==> src/rtl/cpu_sub_pkg.sv <==
package cpu_sub_pkg;

  // opcodes handled by this slice of the core
  localparam logic [7:0] OPC_SELECT_LOWER_BANK = 8'h4f;
  localparam logic [7:0] OPC_SELECT_UPPER_BANK = 8'h5f;
  localparam logic [7:0] OPC_FORCE_CARRY = 8'hdf;
  localparam logic [7:0] OPC_SHIFT_REG = 8'hd0;
  localparam logic [7:0] OPC_SHIFT_IND = 8'hd1;
  localparam logic [7:0] OPC_SET_WINDOW = 8'h31;
  localparam logic [7:0] OPC_STOP = 8'h7f;
  localparam logic [3:0] OPC_HI_SUB = 4'h2;
  localparam logic [3:0] OPC_HI_SUB_BORROW = 4'h3;

  // addressing-form codes in the low opcode nibble of the subtract groups
  localparam logic [3:0] FORM_FIRST = 4'h2;
  localparam logic [3:0] FORM_REG_IND = 4'h3;
  localparam logic [3:0] FORM_LAST = 4'h6;

  // instruction length and timing
  localparam logic [1:0] BYTES_ONE = 2'h1;
  localparam logic [1:0] BYTES_TWO = 2'h2;
  localparam logic [1:0] BYTES_THREE = 2'h3;
  localparam logic [2:0] CYC_SHORT = 3'h4;
  localparam logic [2:0] CYC_LONG = 3'h6;
  localparam logic [2:0] CYC_NONE = 3'h1;

  // flag bit positions
  localparam int FLAG_C = 7;
  localparam int FLAG_Z = 6;
  localparam int FLAG_S = 5;
  localparam int FLAG_V = 4;
  localparam int FLAG_D = 3;
  localparam int FLAG_H = 2;
  localparam int FLAG_BANK = 0;

  // window pointer field: bits 7..3 are the base, bit 3 splits the pair
  localparam int PTR_SPLIT_BIT = 3;

  // register port offsets
  localparam logic [3:0] REG_FLAGS = 4'h0;
  localparam logic [3:0] REG_PTR0 = 4'h1;
  localparam logic [3:0] REG_PTR1 = 4'h2;
  localparam logic [3:0] REG_STATUS = 4'h3;

  // status register fields
  localparam int STAT_STOP = 7;
  localparam int STAT_BUSY = 6;

  // reset values
  localparam logic [7:0] FLAGS_RST = 8'h00;
  localparam logic [7:0] PTR0_RST = 8'h00;
  localparam logic [7:0] PTR1_RST = 8'h08;

  typedef enum logic [1:0] {ST_READY, ST_BUSY, ST_STOPPED} run_state_t;

endpackage : cpu_sub_pkg

==> src/rtl/alu_if.sv <==
`timescale 1ns/10ps
interface alu_if;
  logic [7:0] opcode;
  logic [7:0] dst;
  logic [7:0] src;
  logic carry_in;
  logic [7:0] result;
  logic c;
  logic z;
  logic s;
  logic v;
  logic h;

  modport core (output opcode, output dst, output src, output carry_in,
    input result, input c, input z, input s, input v, input h);
  modport alu (input opcode, input dst, input src, input carry_in,
    output result, output c, output z, output s, output v, output h);
endinterface : alu_if

==> src/rtl/sub_shift_alu.sv <==
`timescale 1ns/10ps
module sub_shift_alu
  import cpu_sub_pkg::*;
(
  alu_if.alu a
);

  // subtraction is done as dst + ~src + 1 - borrow, the way the datapath adder sees it
  wire is_sbc = (a.opcode[7:4] == OPC_HI_SUB_BORROW);
  wire borrow_in = is_sbc & a.carry_in;
  wire [8:0] add_in = {8'h00, ~borrow_in};
  wire [8:0] sum = {1'b0, a.dst} + {1'b0, ~a.src} + add_in;
  wire [4:0] nib_in = {4'h0, ~borrow_in};
  wire [4:0] nib = {1'b0, a.dst[3:0]} + {1'b0, ~a.src[3:0]} + nib_in;
  wire is_shift = (a.opcode == OPC_SHIFT_REG) || (a.opcode == OPC_SHIFT_IND);

  // sign bit stays and is copied down, bit 0 falls into carry
  wire [7:0] shift_res = {a.dst[7], a.dst[7:1]};

  // no carry out of the adder means a borrow happened
  wire sub_c = ~sum[8];
  wire sub_v = (a.dst[7] != a.src[7]) && (sum[7] == a.src[7]);
  wire sub_h = ~nib[4];

  // shift results beat subtraction results when the opcode is a shift, except h, which always carries the subtract nibble borrow
  assign a.result = is_shift ? shift_res : sum[7:0];
  assign a.c = is_shift ? a.dst[0] : sub_c;
  assign a.z = (a.result == 8'h00);
  assign a.s = a.result[7];
  assign a.v = is_shift ? 1'b0 : sub_v;
  assign a.h = sub_h;

endmodule : sub_shift_alu

==> src/rtl/cpu_sub_shift_ptr.sv <==
// The implementer's own choices: strobed register access and the placing of the registers.
`timescale 1ns/10ps
// Contract
// - opcode 5F sets bank flag, arithmetic flags kept
// - subtract-borrow: dst minus src minus carry, 32..36
// - subtract-borrow carry flags borrow; zero, sign follow result
// - subtract-borrow overflow: opposite signs, result matches source
// - subtract-borrow sets D; H set on nibble borrow
// - byte counts and 4/6 cycle timing per form
// - opcode DF forces carry, other flags kept
// - D0/D1 arithmetic right shift, bit 0 to carry
// - shift flags: C, Z, S set; V cleared
// - opcode 31 low bits pick one window pointer
// - low bits 00 load both, bit 3 split
// - opcode 7F stops clocks, no flag change
// - stop mode keeps every register's contents
// - only reset or external interrupt leaves stop
// - plain subtract 22..26: dst minus src
// - plain subtract overflow rule as with borrow
// - plain subtract sets D; H marks nibble borrow
// - opcode 4F clears bank flag only
module cpu_sub_shift_ptr
  import cpu_sub_pkg::*;
#(
  parameter bit BANK1_PRESENT = 1'b1
) (
  input wire logic clk_sys,
  input wire logic srst,
  input wire logic ce,
  input wire logic op_valid,
  input wire logic [7:0] opcode,
  input wire logic [7:0] dst_operand,
  input wire logic [7:0] src_operand,
  input wire logic ext_wake,
  input wire logic [3:0] reg_addr,
  input wire logic [7:0] reg_wdata,
  input wire logic reg_wr,
  input wire logic reg_rd,
  output logic [7:0] reg_rdata,
  output logic op_ready,
  output logic [7:0] result_data,
  output logic result_we,
  output logic [1:0] instr_bytes,
  output logic [2:0] instr_cycles,
  output logic op_unsupported,
  output logic [7:0] flags,
  output logic [7:0] window_pointer_zero,
  output logic [7:0] window_pointer_one,
  output logic set1_bank_sel,
  output logic stop_mode,
  output logic clocks_run
);

  run_state_t state_reg;
  run_state_t state_next;
  logic [2:0] count_reg;
  logic [2:0] count_next;
  logic [7:0] flags_reg;
  logic [7:0] flags_next;
  logic [7:0] flags_hw;
  logic [7:0] ptr0_reg;
  logic [7:0] ptr0_next;
  logic [7:0] ptr1_reg;
  logic [7:0] ptr1_next;
  logic [7:0] result_reg;
  logic result_we_reg;
  logic [1:0] bytes_reg;
  logic [2:0] cycles_reg;
  logic unsupported_reg;
  logic [7:0] rdata_reg;
  logic [7:0] rdata_next;

  alu_if alu_bus ();

  sub_shift_alu u_alu (
    .a(alu_bus.alu)
  );

  // operand hand-off to the arithmetic unit; carry comes from the live flags
  assign alu_bus.opcode = opcode;
  assign alu_bus.dst = dst_operand;
  assign alu_bus.src = src_operand;
  assign alu_bus.carry_in = flags_reg[FLAG_C];

  // opcode decode
  wire [3:0] opc_hi = opcode[7:4];
  wire [3:0] opc_form = opcode[3:0];
  wire form_ok = (opc_form >= FORM_FIRST) && (opc_form <= FORM_LAST);
  wire is_sub = (opc_hi == OPC_HI_SUB) && form_ok;
  wire is_sbc = (opc_hi == OPC_HI_SUB_BORROW) && form_ok;
  wire is_arith = is_sub || is_sbc;
  wire is_shift = (opcode == OPC_SHIFT_REG) || (opcode == OPC_SHIFT_IND);
  wire is_lower_bank = (opcode == OPC_SELECT_LOWER_BANK);
  wire is_upper_bank = (opcode == OPC_SELECT_UPPER_BANK);
  wire is_force_carry = (opcode == OPC_FORCE_CARRY);
  wire is_set_window = (opcode == OPC_SET_WINDOW);
  wire is_stop = (opcode == OPC_STOP);
  wire is_known = is_arith || is_shift || is_lower_bank || is_upper_bank ||
    is_force_carry || is_set_window || is_stop;

  // of the subtract forms, only the two-register and register-indirect ones are two bytes long
  wire arith_short_len = (opc_form == FORM_FIRST) || (opc_form == FORM_REG_IND);
  wire one_byte = is_lower_bank || is_upper_bank || is_force_carry || is_stop;
  wire [1:0] len_dec = !is_known ? BYTES_ONE :
    one_byte ? BYTES_ONE :
    (is_arith && !arith_short_len) ? BYTES_THREE : BYTES_TWO;

  // of the subtract forms only the working-register pair runs in four cycles; every other known opcode takes four too
  wire [2:0] cyc_dec = !is_known ? CYC_NONE :
    (is_arith && (opc_form != FORM_FIRST)) ? CYC_LONG : CYC_SHORT;

  // a request is only taken while idle; stop and busy both hold it off
  assign op_ready = (state_reg == ST_READY);
  wire accept = op_valid && op_ready;
  wire writes_result = accept && (is_arith || is_shift);

  // run state: busy covers the remaining cycles of the instruction
  // op_ready ignores ce, so the sequencer must not present a request while ce is low
  always_comb begin
    state_next = state_reg;
    case (state_reg)
      ST_READY: begin
        if (accept && is_stop) begin
          state_next = ST_STOPPED;
        end else if (accept && (cyc_dec > CYC_NONE)) begin
          state_next = ST_BUSY;
        end
      end
      ST_BUSY: begin
        if (count_reg == 3'h0) begin
          state_next = ST_READY;
        end
      end
      ST_STOPPED: begin
        // nothing inside the block restarts the clocks; only the wake line or srst
        if (ext_wake) begin
          state_next = ST_READY;
        end
      end
      default: begin
        state_next = ST_READY;
      end
    endcase
  end

  // one less than the cycles left after the accepting one; busy lasts count+1 cycles
  assign count_next = (accept && (cyc_dec > CYC_NONE)) ? 3'(cyc_dec - 3'h2) :
    (count_reg != 3'h0) ? 3'(count_reg - 3'h1) : 3'h0;

  // flag update per instruction class; untouched bits pass through
  always_comb begin
    flags_hw = flags_reg;
    case (1'b1)
      is_arith: begin
        flags_hw[FLAG_C] = alu_bus.c;
        flags_hw[FLAG_Z] = alu_bus.z;
        flags_hw[FLAG_S] = alu_bus.s;
        flags_hw[FLAG_V] = alu_bus.v;
        flags_hw[FLAG_D] = 1'b1;
        flags_hw[FLAG_H] = alu_bus.h;
      end
      is_shift: begin
        flags_hw[FLAG_C] = alu_bus.c;
        flags_hw[FLAG_Z] = alu_bus.z;
        flags_hw[FLAG_S] = alu_bus.s;
        flags_hw[FLAG_V] = 1'b0;
      end
      is_force_carry: begin
        flags_hw[FLAG_C] = 1'b1;
      end
      is_upper_bank: begin
        flags_hw[FLAG_BANK] = 1'b1;
      end
      is_lower_bank: begin
        flags_hw[FLAG_BANK] = 1'b0;
      end
      default: begin
        flags_hw = flags_reg; // stop and pointer-set leave flags alone
      end
    endcase
  end

  // register port writes are refused while stopped so stored state stays put
  wire sw_wr = reg_wr && (state_reg != ST_STOPPED);
  wire wr_flags = sw_wr && (reg_addr == REG_FLAGS);
  wire wr_ptr0 = sw_wr && (reg_addr == REG_PTR0);
  wire wr_ptr1 = sw_wr && (reg_addr == REG_PTR1);

  // an instruction in the same cycle as a software write wins
  assign flags_next = accept ? flags_hw : wr_flags ? reg_wdata : flags_reg;

  // pointer-set: source bits 1:0 pick the target pointer
  wire [1:0] ptr_sel = src_operand[1:0];
  wire set_ptr0_only = accept && is_set_window && (ptr_sel == 2'h2);
  wire set_ptr1_only = accept && is_set_window && (ptr_sel == 2'h1);
  wire set_both = accept && is_set_window && (ptr_sel == 2'h0);

  // the pair load keeps the two windows eight registers apart via bit 3
  wire [7:0] ptr0_pair = {src_operand[7:4], 1'b0, ptr0_reg[2:0]};
  wire [7:0] ptr1_pair = {src_operand[7:4], 1'b1, ptr1_reg[2:0]};
  wire [7:0] ptr0_single = {src_operand[7:PTR_SPLIT_BIT], ptr0_reg[2:0]};
  wire [7:0] ptr1_single = {src_operand[7:PTR_SPLIT_BIT], ptr1_reg[2:0]};

  // pattern 11 matches none of the loads and so leaves both pointers as they are
  assign ptr0_next = set_ptr0_only ? ptr0_single :
    set_both ? ptr0_pair :
    (wr_ptr0 && !(accept && is_set_window)) ? reg_wdata : ptr0_reg;
  assign ptr1_next = set_ptr1_only ? ptr1_single :
    set_both ? ptr1_pair :
    (wr_ptr1 && !(accept && is_set_window)) ? reg_wdata : ptr1_reg;

  // status word: run state plus the length and timing of the last instruction
  wire [7:0] status_word = {(state_reg == ST_STOPPED), (state_reg == ST_BUSY),
    1'b0, bytes_reg, cycles_reg};

  // read selection; unmapped offsets read as zero
  assign rdata_next = !reg_rd ? 8'h00 :
    (reg_addr == REG_FLAGS) ? flags_reg :
    (reg_addr == REG_PTR0) ? ptr0_reg :
    (reg_addr == REG_PTR1) ? ptr1_reg :
    (reg_addr == REG_STATUS) ? status_word : 8'h00;

  // control state; clock enable low freezes everything
  always_ff @(posedge clk_sys) begin
    if (srst) begin
      state_reg <= ST_READY;
      count_reg <= 3'h0;
    end else if (ce) begin
      state_reg <= state_next;
      count_reg <= count_next;
    end
  end

  // architectural registers: flags and the two window pointers
  always_ff @(posedge clk_sys) begin
    if (srst) begin
      flags_reg <= FLAGS_RST;
      ptr0_reg <= PTR0_RST;
      ptr1_reg <= PTR1_RST;
    end else if (ce) begin
      flags_reg <= flags_next;
      ptr0_reg <= ptr0_next;
      ptr1_reg <= ptr1_next;
    end
  end

  // result hand-back to the sequencer: write strobe is one cycle long
  always_ff @(posedge clk_sys) begin
    if (srst) begin
      result_reg <= 8'h00;
      result_we_reg <= 1'b0;
    end else if (ce) begin
      result_we_reg <= writes_result;
      if (writes_result) begin
        result_reg <= alu_bus.result;
      end
    end
  end

  // length and timing of the last accepted instruction, held for the fetch logic
  always_ff @(posedge clk_sys) begin
    if (srst) begin
      bytes_reg <= BYTES_ONE;
      cycles_reg <= CYC_NONE;
      unsupported_reg <= 1'b0;
    end else if (ce) begin
      unsupported_reg <= accept && !is_known;
      if (accept) begin
        bytes_reg <= len_dec;
        cycles_reg <= cyc_dec;
      end
    end
  end

  // read data stand for exactly one cycle after the strobe
  always_ff @(posedge clk_sys) begin
    if (srst) begin
      rdata_reg <= 8'h00;
    end else if (ce) begin
      rdata_reg <= rdata_next;
    end
  end

  // output drive
  assign reg_rdata = rdata_reg;
  assign result_data = result_reg;
  assign result_we = result_we_reg;
  assign instr_bytes = bytes_reg;
  assign instr_cycles = cycles_reg;
  assign op_unsupported = unsupported_reg;
  assign flags = flags_reg;
  assign window_pointer_zero = ptr0_reg;
  assign window_pointer_one = ptr1_reg;

  // a part without the second bank still records the flag but decodes bank 0
  assign set1_bank_sel = flags_reg[FLAG_BANK] & BANK1_PRESENT;

  // clock gate request for the clock unit; the wake reset timing is the
  // caller's job, this block only relies on srst being clean when it lifts
  assign stop_mode = (state_reg == ST_STOPPED);
  assign clocks_run = !stop_mode;

endmodule : cpu_sub_shift_ptr

==> config.mk <==
export PLATFORM = sky130hd
export DESIGN_NAME = cpu_sub_shift_ptr
export DESIGN_NICKNAME = d
export VERILOG_FILES = /design/src/rtl/cpu_sub_pkg.sv /design/src/rtl/alu_if.sv /design/src/rtl/sub_shift_alu.sv /design/src/rtl/cpu_sub_shift_ptr.sv
export SDC_FILE = /design/constraint.sdc
export NUM_CORES = 1
export LEC_CHECK = 0
export BUFFER_PORTS_ARGS = -buffer_cell sky130_fd_sc_hd__buf_4
export CAP_MARGIN = 10
export CORE_UTILIZATION = 45
export DETAILED_ROUTE_END_ITERATION = 8
export GPL_TIMING_DRIVEN = 0
export PLACE_DENSITY = 0.74
export SLEW_MARGIN = 15
export SYNTH_ARGS = -nofsm -noshare
export SYNTH_HDL_FRONTEND = slang
export SYNTH_SLANG_ARGS = --single-unit
==> constraint.sdc <==
create_clock -name clk_sys -period 2.4 [get_ports clk_sys]
set_input_delay 0 -clock clk_sys [delete_from_list [all_inputs] [get_ports clk_sys]]
set_output_delay 0 -clock clk_sys [all_outputs]
set_load 0.005 [all_outputs]
Word level (Yosys, flattened, before mapping)
Index checks and enable logic that the tools add are counted.
Word-level totals
  register bits: 52
  bits in latches: 0
  memory bits (writable): 0
  bits in read-only memories: 0
  input port bits: 43
  output and inout bits: 51
  memories kept: 0
Cells by class
  $add $sub $neg: 6
  multipliers: 0
  divide/modulo/power cells: 0
  $lt $le $gt $ge: 3
  equality and inequality tests: 32
  shifts and indexed selects: 0
  mux-type cells: 39
  bitwise operators: 10
  reduce and logical (&&, ||, !) cells: 58
Operator list (count)
  2-to-1 mux 8 bit: 14
  equality test 4 x 2 -> 1 bit, second input constant: 6
  equality test 8 x 7 -> 1 bit, second input constant: 3
  equality test 8 bit, second input constant: 3
  logical AND 1 bit: 21
  2-to-1 mux 2 bit: 8
  2-to-1 mux 3 bit: 5
  logical OR 1 bit: 12
  != test 2 bit, second input constant: 6
  AND reduction 3 bit: 4
  AND reduction 4 bit: 3
  2-to-1 mux 1 bit: 11
  adder 8 x 8 -> 9 bit: 1
  adder 9 x 1 -> 9 bit: 1
  nonzero test 3 bit: 3
  equality test 8 x 6 -> 1 bit, second input constant: 1
  zero test 8 bit: 1
  inverter 8 bit: 1
  AND reduction 2 bit: 4
  inverter 1 bit: 7
  != test 3 bit, second input constant: 2
  case mux 2 bit (3 select lines): 1
  AND reduction 6 bit: 1
  adder 4 x 4 -> 5 bit: 1
  other kinds (22): 28

Depth between registers and ports, before layout
  word-level depth: 16
  mapped depth: 10
  gate-level depth less buffers: 10

Hierarchy
Synthesis repeated with hierarchy kept, for this count alone.
Second synthesis, totals
  cell total of the unflattened synthesis: 376
  area, all modules: 3298.2 um^2
By module, submodules not included
  cpu_sub_shift_ptr: instances 1, cells each 303, area each 2767.7 um^2, sequential area each 1041.0 um^2
  sub_shift_alu: instances 1, cells each 73, area each 530.5 um^2, sequential area each 0.0 um^2

Worst setup path before layout
OpenSTA, ideal clock, no wires.
  kind: register to register
  from: register flags_reg[7], in the netlist flags[7]
  to: register flags_reg[7], in the netlist flags[7]
  library setup time: 91 ps
  data arrival time: 2340 ps
  required time: 2309 ps
  slack: -31 ps
  cell stages (with the launch flop): 10
  period minus slack after synthesis: 2431 ps
  path through: dfxtp_1 nand2_1 fa_1 fa_1 a21o_1 a221oi_1 o21bai_1 a21oi_1 o221ai_1 a311oi_1
Between the ends
  cells in the longest elaborated chain, start to end: 8
Ends and longest elaborated chain
  start: declaration: RTL line cpu_sub_shift_ptr.sv:58  | logic [7:0] flags_reg;
  start signal: assignment: RTL line cpu_sub_shift_ptr.sv:241  | flags_reg <= flags_next;
  bitwise AND 1 bit *: RTL line sub_shift_alu.sv:10  | wire borrow_in = is_sbc & a.carry_in;
  inverter 1 bit *: RTL line sub_shift_alu.sv:11  | wire [8:0] add_in = {8'h00, ~borrow_in};
  adder 9 x 1 -> 9 bit *: RTL line sub_shift_alu.sv:12  | wire [8:0] sum = {1'b0, a.dst} + {1'b0, ~a.src} + add_in;
  inverter 1 bit *: RTL line sub_shift_alu.sv:21  | wire sub_c = ~sum[8];
  2-to-1 mux 1 bit *: RTL line sub_shift_alu.sv:27  | assign a.c = is_shift ? a.dst[0] : sub_c;
  2-to-1 mux 1 bit: RTL line cpu_sub_shift_ptr.sv:153  | case (1'b1)
  2-to-1 mux 1 bit *: RTL line cpu_sub_shift_ptr.sv:153
  2-to-1 mux 8 bit *: RTL line cpu_sub_shift_ptr.sv:190  | assign flags_next = accept ? flags_hw : wr_flags ? reg_wdata : flags_reg;
Every way passes the cells marked *; elsewhere a longest branch is shown, timed or not.
A chain may end at the register's enable or synchronous reset.

Final worst setup path
  from: register flags_reg[7], in the netlist flags[7]
  to: register flags_reg[6], in the netlist flags[6]
Between the ends
  cells in the longest elaborated chain, start to end: 8
Ends and longest elaborated chain
  bitwise AND 1 bit *: RTL line sub_shift_alu.sv:10
  inverter 1 bit *: RTL line sub_shift_alu.sv:11
  adder 9 x 1 -> 9 bit *: RTL line sub_shift_alu.sv:12
  2-to-1 mux 8 bit *: RTL line sub_shift_alu.sv:26  | assign a.result = is_shift ? shift_res : sum[7:0];
  zero test 8 bit *: RTL line sub_shift_alu.sv:28  | assign a.z = (a.result == 8'h00);
  2-to-1 mux 3 bit: RTL line cpu_sub_shift_ptr.sv:153
  2-to-1 mux 3 bit *: RTL line cpu_sub_shift_ptr.sv:153
  2-to-1 mux 8 bit *: RTL line cpu_sub_shift_ptr.sv:190
Every way passes the cells marked *; elsewhere a longest branch is shown, timed or not. The select of a mux whose other input is x is not followed.

==> out/metrics.cfg <==
[sta]
tightest_slew_ps=1030
finalHoldWorstSlack_ps=3.88
timing.final.crit_period_ps=2460
final.setup.worst_slack_ps=-61.7
setup_total_negative_slack_ps=-113
fin_skew_ps=7.85
layout_worst_path_cycle_share_pct=103
fmaxAchievable_mhz=406
slew_headroom_pct=31.0
report.final.setup_viol=3
hold_violations=0
rsz_0062_raised_after_global_routing=true
finalMaxSlewViolations=0

[die]
die_w_microns=86.6
initial_core_util_pct=46.8
top_level_ports=94
die_h_microns=86.6
die-area_sq_um=7490
placement_rows=30
core-area_sq_um=6870

[power]
switching_power_mw=0.570
clockPowerShare_pct=27.7
total_power_after_layout_mw=1.86
cellInternalPower_mw=1.30
combPwrFrac_pct=24.3
share_seq_of_total_power_pct=48.0
power_leakage_nw=1.78
peakVddDrop_uv=229
switching_share_pct=30.6
power-per-cell-area_nw_per_um2=433

[synthesis]
synthCells=389
sequential_to_total_area_share_from_yosys_stat_pct=32.3
yosys-top-cells-area=sky130_fd_sc_hd__dfxtp_1, sky130_fd_sc_hd__mux2i_1, sky130_fd_sc_hd__nor2_1
netlist.top_cell.by_area=sky130_fd_sc_hd__dfxtp_1
syn_area_sq_um=3220
ys_types=67
synth.ff_latch_count=52
synth_top_area_share_pct=32.3
synthArstFlopShare_pct=0
ys_dominant_reg_cell=sky130_fd_sc_hd__dfxtp_1
synth_top_cells_by_count=sky130_fd_sc_hd__dfxtp_1, sky130_fd_sc_hd__nor2_1, sky130_fd_sc_hd__nand2_1
avgSynthCellArea_sq_um=8.27
post-synth-top-count-cell=sky130_fd_sc_hd__dfxtp_1
number_of_enable_flip_flop_cells_after_synthesis=0
syn_nets=443
synthesis.yosys.warnings=0

[min_path]
hold_path.startpoint=dst_operand[2]
hold_path_end=result_data[1]$_SDFFE_PP0P_
hold_path_depth=3
hp-class=input pin to register

[global_routing]
antenna_found_initial=0
globalRoute.totalOverflow=0
grt_pass1_vias=3081
grt_start_max_net_pins=17
grtUsageTotal_pct=27.2
grt_first_pass_wirelength_mm=15.6

[critical_path]
critical_path.reg2reg.endpoint=flags[6]$_SDFFE_PP0P_
worstRegToRegCells=9
startpoint=flags[7]$_SDFFE_PP0P_
worst_setup_path_end_kind=register
cpPeakStageDelay_ps=390
worst-r2r-setup-slack_ps=-60
cp_cell_sequence=nand2_2 > fa_2 > fa_2 > a21o_1 > a211oi_2 > o21ai_2 > a2111oi_4 > nand4_1 > a31oi_1
required_ps=2640
crit-reg2reg-launch=flags[7]$_SDFFE_PP0P_
crit_path_frequent_cell=sky130_fd_sc_hd__fa_2
worst-setup-path-type=register to register
crit_path_top_delay_cell=sky130_fd_sc_hd__fa_2
setup.worst_path.start_class=register
worstPathMaxFanout=3
crit_arrival_ps=2700

[cts]
clock_tree.root_cell=sky130_fd_sc_hd__clkbuf_8
clk_pin_slew_worst_paths_ps=90
cts_tree=done
clock_sink_count=52
cts_buffer_depth=2
cts-buffers-inserted=5
number_of_h_tree_levels=2
worstSkewPairLatency_ps=310

[placed_design]
place.port_buffers=90
pre_cts_ws_ps=-670
dpl.hpwl_mm=7.81
place_congestion=0.961
placed_cells=575
dpl_cell_area_sq_um=4020

[drt]
num_vias=3425
drt_pre_antenna_iters=5
avgViaCountPerCell=5.74
drt_iter0_drc=229
wire_per_inst_microns=17.2
detail-route-antenna-nets=0
post-route-drc-count=0
wl_mm=10.3

[final_layout]
seqCellArea_sq_um=1040
multi_input_comb_area_sq_um=2060
fillerInstances=661
drive_above_1_share_pct=29.5
final_core_utilization_pct=62.7
stdcell_count=597
fin_area_sq_um=4300
synthToLayoutAreaGrowth_pct=33.7
n_antenna_cell=0
final_net_count=554

[run_status]
violations=setup timing
outcome=complete, but fails checks

[flow_run]
drv_cap=0

-- power by group through the flow --
stage | combinational, mW | clock, mW | sequential [mW]
floorplan | 0.233 | 0 | 0.913
global placement | 0.395 | 0 | 0.916
detailed placement | 0.397 | 0 | 0.916
CTS | 0.428 | 0.522 | 0.895
global route | 0.491 | 0.555 | 0.898
finish | 0.452 | 0.517 | 0.895
-- cells by family after synthesis --
group / after synthesis / share of synthesized area, %
simple gates: 139 / 22.4
buf+inv: 43 / 6.10
flops: 52 / 32.3
fa+ha+maj: 11 / 4.74
xor+xnor: 6 / 1.63
compound gates: 117 / 26.3
mux: 21 / 6.53
-- per-layer routing --
layer / GRT usage [%] / wire, microns / up-vias
met5: 0 / 0 / -
met4: 9.55 / 286 / 0
met3: 3.52 / 677 / 22
met2: 47.3 / 4970 / 152
met1: 34.5 / 4350 / 1612
li1: - / - / 1639
-- final cells by class --
cell class / instances / share of cell area, %
flip-flops and latches: 52 / 24.3
plain buffers: 26 / 3.08
repair buffers: 104 / 18.5
clock buffers: 6 / 1.69
inverters: 17 / 1.48
multi-input cells: 294 / 47.8
clock inverters: 2 / 0.378
well taps: 96 / 2.79
-- worst max-delay path: cells and delay by family, from the launching register on --
kind	cells	cell delay, ps
AND/OR/NAND/NOR	2	200
adder cells (fa/ha/maj)	2	770
AO/OA/AOI/OAI	5	1070
flip-flops	1	360
-- worst max-delay path by stage --
stage	slack [ps]	endpoint
after floorplan	20	flags[6]$_SDFFE_PP0P_
after global placement	-660	flags[6]$_SDFFE_PP0P_
after detailed placement	-670	flags[6]$_SDFFE_PP0P_
after CTS	-60	flags[6]$_SDFFE_PP0P_
after global routing	-170	flags[6]$_SDFFE_PP0P_
final	-60	flags[6]$_SDFFE_PP0P_
-- what timing repair did --
action / 4_1_cts / 5_1_grt
hold buffers: 7 / 0
cloned: 0 / 0
setup endpoints to repair: 7 / 15
pin swaps: 9 / 6
gates resized for setup: 11 / 6
endpoints found under the hold margin: 11 / 0
setup buffers: 3 / 4
-- layout by cell type (no fill, tap or decap), types with 5 or more instances in the layout --
cell type	synthesis	layout
sky130_fd_sc_hd__a211oi_1	11	7
sky130_fd_sc_hd__mux2i_1	21	21
sky130_fd_sc_hd__dlygate4sd3_1	0	7
sky130_fd_sc_hd__a22o_1	8	8
sky130_fd_sc_hd__a22oi_1	13	13
sky130_fd_sc_hd__buf_4	3	100
sky130_fd_sc_hd__nand2_1	36	35
sky130_fd_sc_hd__inv_1	17	17
sky130_fd_sc_hd__clkbuf_8	1	6
sky130_fd_sc_hd__ha_1	9	9
sky130_fd_sc_hd__nand2b_1	5	5
sky130_fd_sc_hd__o211ai_1	5	5
sky130_fd_sc_hd__buf_2	5	5
sky130_fd_sc_hd__o21ai_0	11	10
sky130_fd_sc_hd__dfxtp_1	52	51
sky130_fd_sc_hd__a21oi_1	30	29
sky130_fd_sc_hd__nand3_1	14	14
sky130_fd_sc_hd__nor2_1	50	50
sky130_fd_sc_hd__clkbuf_1	14	15
No activity file was read; power rests on OpenSTA's default activity.
